File: src/include/dio8_defs.svh
`ifndef DIO8_DEFS_SVH
`define DIO8_DEFS_SVH

// ****************************************************************
// widths and reset values
// ****************************************************************
`define DIO8_WIDTH      8
`define DIO8_DIR_RST    8'h00
`define DIO8_LEVEL_RST  8'h00
`define DIO8_ALL_IN     8'h00

`endif

File: src/include/dio8_pkg.sv
package dio8_pkg;

  // ****************************************************************
  // types
  // ****************************************************************
  typedef logic [7:0] dio8_word_t;

  // one connector image: bit i is word bit i, lines 1-4 then 6-9
  typedef struct packed {
    dio8_word_t dir;
    dio8_word_t level;
  } dio8_ctl_s;

  typedef struct packed {
    dio8_word_t oe;
    dio8_word_t dout;
  } dio8_pad_s;

endpackage : dio8_pkg

File: src/hw/dio8_port.sv
`timescale 1ns/100ps
`default_nettype none
`include "dio8_defs.svh"

// Contract
// - eight-bit direction word; one makes a line output, zero input
// - level query returns one bit per line: high reads one, low zero
// - bits of output lines read as zero in the level word
// - output lines driven high for one, low for zero
// - level bits of input lines have no effect on any pin
// - bits 0-3 map to lines 1-4, bits 4-7 to lines 6-9
module dio8_port (
  // clock and reset
  input  wire logic                 mclk_i,
  input  wire logic                 rst_i,
  // command side
  input  wire logic                 dir_we_i,
  input  wire dio8_pkg::dio8_word_t dir_wdata_i,
  input  wire logic                 lvl_we_i,
  input  wire dio8_pkg::dio8_word_t lvl_wdata_i,
  // status side
  output var  dio8_pkg::dio8_word_t dir_o,
  output var  dio8_pkg::dio8_word_t in_level_o,
  // connector lines 1-4, 6-9 (pin 5 ground)
  input  wire dio8_pkg::dio8_word_t pin_in_i,
  output var  dio8_pkg::dio8_word_t pin_out_o,
  output var  dio8_pkg::dio8_word_t pin_oe_o
);

  // ****************************************************************
  // state
  // ****************************************************************
  typedef struct packed {
    dio8_pkg::dio8_ctl_s ctl;
    dio8_pkg::dio8_pad_s pad;
  } dio8_st_s;

  dio8_st_s st_q;
  dio8_st_s st_d;

  // ****************************************************************
  // helpers
  // ****************************************************************
  // stored level bits reach a pad only while the line is an output
  function automatic dio8_pkg::dio8_word_t drive_word(
    input dio8_pkg::dio8_word_t level,
    input dio8_pkg::dio8_word_t dir
  );
    return level & dir;
  endfunction : drive_word

  // ****************************************************************
  // next state
  // ****************************************************************
  always_comb begin
    st_d = st_q;
    if (dir_we_i) begin
      st_d.ctl.dir = dir_wdata_i;
    end
    if (lvl_we_i) begin
      st_d.ctl.level = lvl_wdata_i;
    end
    // pads follow the updated words, bit i on line order
    st_d.pad.oe   = st_d.ctl.dir;
    // stored input-line bits stay harmless: masked at the pad
    // a later direction write drives level bits stored earlier
    st_d.pad.dout = drive_word(st_d.ctl.level, st_d.ctl.dir);
  end

  always_ff @(posedge mclk_i or posedge rst_i) begin
    if (rst_i) begin
      st_q.ctl.dir   <= `DIO8_DIR_RST;
      st_q.ctl.level <= `DIO8_LEVEL_RST;
      st_q.pad.oe    <= `DIO8_DIR_RST;
      st_q.pad.dout  <= `DIO8_LEVEL_RST;
    end else begin
      st_q <= st_d;
    end
  end

  // ****************************************************************
  // outputs
  // ****************************************************************
  assign dir_o     = st_q.ctl.dir;
  assign pin_oe_o  = st_q.pad.oe;
  assign pin_out_o = st_q.pad.dout;

  // ****************************************************************
  // input sampling
  // ****************************************************************
  // next-state direction, so the read mask never lags dir_o a cycle
  dio8_sample dio8_sample_i (
    .mclk_i   (mclk_i),
    .rst_i    (rst_i),
    .pad_in_i (pin_in_i),
    .dir_i    (st_d.ctl.dir),
    .level_o  (in_level_o)
  );

  // ****************************************************************
  // write checks
  // ****************************************************************
  property p_dir_wr;
    @(posedge mclk_i) disable iff (rst_i)
    dir_we_i |=> (pin_oe_o == $past(dir_wdata_i));
  endproperty
  a_dir_wr: assert property (p_dir_wr)
    else $error("direction write not applied");

  property p_drive;
    @(posedge mclk_i) disable iff (rst_i)
    (lvl_we_i && !dir_we_i) |=>
      (pin_out_o == ($past(lvl_wdata_i) & pin_oe_o));
  endproperty
  a_drive: assert property (p_drive)
    else $error("output level not driven");

  property p_in_ignored;
    @(posedge mclk_i) disable iff (rst_i)
    ((pin_out_o & ~pin_oe_o) == `DIO8_ALL_IN);
  endproperty
  a_in_ignored: assert property (p_in_ignored)
    else $error("input line carries drive data");

  property p_oe_dir;
    @(posedge mclk_i) disable iff (rst_i)
    (pin_oe_o == dir_o);
  endproperty
  a_oe_dir: assert property (p_oe_dir)
    else $error("pad enable differs from direction");

  property p_drive_both;
    @(posedge mclk_i) disable iff (rst_i)
    (lvl_we_i && dir_we_i) |=>
      (pin_out_o == ($past(lvl_wdata_i) & $past(dir_wdata_i)));
  endproperty
  a_drive_both: assert property (p_drive_both)
    else $error("joint write not driven");

  property p_out_hold;
    @(posedge mclk_i) disable iff (rst_i)
    (!lvl_we_i && !dir_we_i) |=> $stable(pin_out_o);
  endproperty
  a_out_hold: assert property (p_out_hold)
    else $error("drive changed without write");

  property p_keep_level;
    @(posedge mclk_i) disable iff (rst_i)
    (dir_we_i && !lvl_we_i) |=>
      (pin_out_o == drive_word($past(st_q.ctl.level), pin_oe_o));
  endproperty
  a_keep_level: assert property (p_keep_level)
    else $error("stored level lost on direction write");

  // ****************************************************************
  // read checks
  // ****************************************************************
  property p_read;
    @(posedge mclk_i) disable iff (rst_i)
    1'b1 |=>
      (in_level_o == ($past(pin_in_i) & ~dir_o));
  endproperty
  a_read: assert property (p_read)
    else $error("level word wrong");

  // must hold in the very cycle a line turns into an output
  property p_in_masked;
    @(posedge mclk_i) disable iff (rst_i)
    ((in_level_o & dir_o) == `DIO8_ALL_IN);
  endproperty
  a_in_masked: assert property (p_in_masked)
    else $error("output line reads as high");

  property p_turn_out;
    @(posedge mclk_i) disable iff (rst_i)
    dir_we_i |=> ((in_level_o & $past(dir_wdata_i)) == `DIO8_ALL_IN);
  endproperty
  a_turn_out: assert property (p_turn_out)
    else $error("new output line still reads its level");

  property p_read_in;
    @(posedge mclk_i) disable iff (rst_i)
    (dir_o == `DIO8_ALL_IN && !dir_we_i) |=>
      (in_level_o == $past(pin_in_i));
  endproperty
  a_read_in: assert property (p_read_in)
    else $error("input line level not returned");

  // ****************************************************************
  // reset and direction-hold checks
  // ****************************************************************

  property p_reset;
    @(posedge mclk_i)
    $fell(rst_i) |-> (dir_o == `DIO8_DIR_RST && pin_oe_o == `DIO8_DIR_RST
      && pin_out_o == `DIO8_LEVEL_RST && in_level_o == `DIO8_LEVEL_RST);
  endproperty
  a_reset: assert property (p_reset)
    else $error("reset state wrong");

  // reset is asynchronous: the port is clear by the next edge
  property p_rst_clear;
    @(posedge mclk_i)
    $rose(rst_i) |-> (dir_o == `DIO8_DIR_RST && pin_oe_o == `DIO8_DIR_RST
      && pin_out_o == `DIO8_LEVEL_RST && in_level_o == `DIO8_LEVEL_RST);
  endproperty
  a_rst_clear: assert property (p_rst_clear)
    else $error("reset did not clear the port");

  property p_hold;
    @(posedge mclk_i) disable iff (rst_i)
    !dir_we_i |=> $stable(dir_o);
  endproperty
  a_hold: assert property (p_hold)
    else $error("direction changed without write");

endmodule : dio8_port

`default_nettype wire

File: src/hw/dio8_sample.sv
`timescale 1ns/100ps
`default_nettype none
`include "dio8_defs.svh"

// registers pad levels and masks out output lines
module dio8_sample (
  // clock and reset
  input  wire logic                mclk_i,
  input  wire logic                rst_i,
  // pad side
  input  wire dio8_pkg::dio8_word_t pad_in_i,
  input  wire dio8_pkg::dio8_word_t dir_i,
  // result
  output var  dio8_pkg::dio8_word_t level_o
);

  typedef struct packed {
    dio8_pkg::dio8_word_t level;
  } dio8_smp_s;

  dio8_smp_s st_q;
  dio8_smp_s st_d;

  always_comb begin
    st_d       = st_q;
    st_d.level = pad_in_i & ~dir_i;
  end

  always_ff @(posedge mclk_i or posedge rst_i) begin
    if (rst_i) begin
      st_q.level <= `DIO8_LEVEL_RST;
    end else begin
      st_q <= st_d;
    end
  end

  assign level_o = st_q.level;

  property p_out_masked;
    @(posedge mclk_i) disable iff (rst_i)
    ##1 ((level_o & $past(dir_i)) == `DIO8_ALL_IN);
  endproperty
  a_out_masked: assert property (p_out_masked)
    else $error("output line shows a level bit");

endmodule : dio8_sample

`default_nettype wire

File: config.mk
export PLATFORM = sky130hd
export DESIGN_NAME = dio8_port
export DESIGN_NICKNAME = d
export VERILOG_FILES = /design/src/include/dio8_pkg.sv /design/src/hw/dio8_port.sv /design/src/hw/dio8_sample.sv
export VERILOG_INCLUDE_DIRS = /design/src /design/src/include
export SDC_FILE = /design/constraint.sdc
export NUM_CORES = 1
export LEC_CHECK = 0
export BUFFER_PORTS_ARGS = -buffer_cell sky130_fd_sc_hd__buf_2
export CAP_MARGIN = 5
export CORE_ASPECT_RATIO = 1.75
export CORE_MARGIN = 3
export CORE_UTILIZATION = 50
export DETAILED_ROUTE_END_ITERATION = 8
export GPL_ROUTABILITY_DRIVEN = 0
export GPL_TIMING_DRIVEN = 0
export PLACE_DENSITY = 0.84
export SLEW_MARGIN = 30
export SYNTH_ARGS = -nofsm -noshare
export SYNTH_HDL_FRONTEND = slang
export SYNTH_SLANG_ARGS = --single-unit
File: constraint.sdc
create_clock -name mclk_i -period 1.75 [get_ports mclk_i]
set_input_delay 0.0875 -clock mclk_i [delete_from_list [all_inputs] [get_ports mclk_i]]
set_output_delay 0.0875 -clock mclk_i [all_outputs]
set_load 0.05 [all_outputs]
# Word-level counts from Yosys, hierarchy flattened
# Cells that the tools add are included.
totals:
  regBits: 32
  in_bits: 28
  out_inout_bits: 32
op_classes:
  muxes: 2
  bitwise: 3
op_table:
  columns: ["operator", "n"]
  rows:
  - ["$and 8x8->8", 2]
  - ["$mux 8", 2]
  - ["$not 8->8", 1]

# Longest topological paths before layout
logic_depth:
  word_depth: 3
  mapped_depth: 3
  ltp_nobuf: 2

# Modules after synthesis
# From an unflattened synthesis, not the netlist that was laid out.
hier_totals:
  hier_cells: 92
  hier_area_um2: 1431.4
by_module_without_submodules:
  columns: ["module", "instances", "cells_each", "area_each_um2"]
  rows:
  - ["dio8_port", 1, 75, 1117.3]
  - ["dio8_sample", 1, 17, 314.1]

# Least setup slack after synthesis
# OpenSTA, ideal clock, no wires.
synth_timing:
  path_type: "reg2reg"
  startpoint: "reg st_q[16] (netlist bit)"
  endpoint: "reg st_q (netlist bit pin_out_o[0])"
  setup_ps: 126
  arrival_time_ps: 713
  setup_slack_ps: 911
  path_stages_with_launch: 3
  path_cell_list: "dfrtp_1 -> mux2_4 -> nor2b_1"
synth_lines:
  columns: ["element", "line", "text"]
  rows:
  - ["start, declared", "dio8_port.sv:38", "dio8_st_s st_q;"]
  - ["start signal, assigned", "dio8_port.sv:77", "st_q <= st_d;"]

# Worst setup path after layout
layout_timing:
  startpoint: "reg st_q (netlist bit pin_oe_o[5])"
  endpoint: "out pin_oe_o[5]"
layout_lines:
  columns: ["element", "line", "text"]
  rows:
  - ["end, declared", "dio8_port.sv:27", "output var dio8_pkg::dio8_word_t pin_oe_o"]
# No word-level cell between the ends.

==> run summary <==
Status - complete, no violations
DRC viols - 0
Total gr overflow - 0
Initial antenna violation count - 0
Fin crit period - 1.149 ns
Sequential share of the synthesized area - 58.29%
Cells after Synth - 100
Met1 wire length - 786 um
Max stage delay on crit path - 0.41 ns
Hold Startpoint - pin_in_i[6]
WL/cell - 12.78 um
Final period util - 65.65%
Fill cells - 199
Cell accounting for the most synthesized area - dfrtp_1
Critical Path RT - 1.66 ns
DR vias - 866
Worst Clk Skew - 0.002148 ns
Initial Utilization - 53.82%
NumNets Final - 193
Xor/xnor share of the synthesized area - 0%
Yosys warnings - 0
Final ANT Viol Nets - 0
Final Max Slew Viols - 0
Compound-Gate Fraction of Synth Area - 0%
Routed WL - 2454 um
Leakage - 1.022 nW
Worst Hold Depth - 2
Largest net degree at the start of global routing - 33
Total CTS buffers - 5
Clk slew on worst S/H paths - 0.06 ns
I/O Buffers - 57
Final Hold Fails - 0
Syn nets - 128
Num Clock Sinks - 32
Iter 0 DRT Violations - 5
Max Used Layer - met4
Via density - 4.510
Max Cap Violations - 0
PD cells - 1092 nW/um2
Ports - 60
Die height - 75.34 um
Synth top area share - 58.29%
# setup viols final - 0
Hpwl dp - 1947 um
TNS Setup - 0 ns
Pre-antenna DRT Iters - 2
Met3 wire length - 191 um
Top post-synthesis cells by area - dfrtp_1 (58%), buf_4 (13%), mux2_4 (7.7%)
DP Area - 1692 um2
Die W - 45.63 um
Largest family of logic cells by synthesized area - buffers and inverters
Layout cells sized above 1 - 60.84%
CTS tree - built
Synthesized cell area - 1374 um2
Unrepaired setup endpoints after global routing - no
Met2 routed WL - 1451 um
Simple-Gate Fraction of Synth Area - 8.197%
Fmax - 870.4 MHz
Post-synthesis mux area share - 16.03%
FF+latch count, synth - 32
Crit path launch type - flip-flop
First-pass GRT wire length - 3836 um
Worst Path Arrival - 1.06 ns
Core area - 2552 um2
Reg2Reg Depth - 2
Setup Buffers After CTS - 0
Worst-Margin Slew - 0.6503 ns
Library cells used by synthesis - 11
Vias in the first global route - 838
Reg-to-Reg Start - st_q[22]$_DFF_PP0_
Crit path max fanout - 3
Area growth syn-to-layout - 30.42%
CP startpoint - pin_oe_o[5]$_DFF_PP0_
Rows - 24
Gr usage total - 16.15%
Worst hold path type - input port to flip-flop
Clk Latency, worst-skew pair - 0.27 ns
Peak VDD IR - 0.5969 mV
Worst slew margin - 56.58%
CP Class - flip-flop to primary output
Design Area, Final - 1792 um2
H-tree Lvls - 2
CP max stage cell - dfrtp_1
Critical Path End Type - primary output
Mean Syn Cell Area - 13.74 um2
Final Power - 0.001957 W
Root Buffer - clkbuf_8
Longest Clk Path Bufs - 2
Synth Area in Adders - 0%
Inserted Diodes - 0
Most common cell after layout, fill and taps aside - buf_2
CP Cell Sequence - buf_4, buf_2
Commonest cells after routing, fill and taps aside - buf_2 (57), dfrtp_1 (32), buf_4 (24)
Die area - 3437 um2
[worst paths after layout]
path / slack, ns / to
setup / recovery: 0.60 / pin_oe_o[5]
hold / removal: 0.02 / dio8_sample_i.level_o[6]$_DFF_PP0_
setup reg to reg: 0.86 / pin_out_o[6]$_DFF_PP0_
hold reg to reg: 0.49 / st_q[17]$_DFF_PP0_
max in group asynchronous: 0.86 / st_q[21]$_DFF_PP0_
min in group asynchronous: 0.46 / dio8_sample_i.level_o[7]$_DFF_PP0_
[worst max-delay path, delay by kind of cell, from the launching register on]
kind	cells	cell delay, ns
buffers and inverters	2	0.38
DFF	1	0.41
[layer usage]
layer	track usage (%)	vias up
li1	-	410
met1	17.32	420
met5	0	-
met4	5.863	0
met2	27.68	32
met3	6.619	4
[sequential cells by signal, indices dropped and copies added (netlist names)]
register,flops
dio8_sample_i.level_o,8
pin_oe_o,8
pin_out_o,8
st_q,8
[synth_stat cells]
cell	instances
nor2b_1	5
buf_4	24
dfrtp_1	32
mux2i_1	7
mux2_4	7
nor2_1	1
buf_6	2
inv_1	10
nor2b_4	2
mux2i_4	2
and2_1	8
[power breakdown]
part | switching (W) | internal [W]
Sequential | 0.0000308 | 0.000809
Combinational | 0.000361 | 0.000200
Clock | 0.000236 | 0.000320
[logic make-up after synthesis]
logic type             count (synthesis)
flip-flops                            32
multiplexers                          16
AND/OR/NAND/NOR                       16
buffers and inverters                 36
[final cells by class]
| cell class | instances | area (um2) | share of cell area [%] |
|---|---|---|---|
| timing repair buffer | 58 | 295.3 | 16.48 |
| clock buffer | 8 | 90.09 | 5.028 |
| tap | 26 | 32.53 | 1.816 |
| multi-input combinational | 32 | 332.8 | 18.58 |
| sequential | 32 | 800.8 | 44.69 |
| inverter | 10 | 37.54 | 2.095 |
| buffer | 26 | 202.7 | 11.31 |
[metrics by stage]
stage	std cells	setup slack, ns	hold WS, ns	utilization (%)
global route	192	0.5691	0.009337	70.20
global placement	183	0.6152	0.2943	66.27
CTS	192	0.5976	0.01312	70.20
detailed placement	183	0.8663	0.2175	66.27
finish	192	0.6011	0.01809	70.20
floorplan	100	0.9115	0.2037	-
[timing repair]
item,4_1_cts,5_1_grt
hold buffers,1,0
resized for setup,0,0
endpoints found under the hold margin,32,0
(Power assumes the default switching activity.)
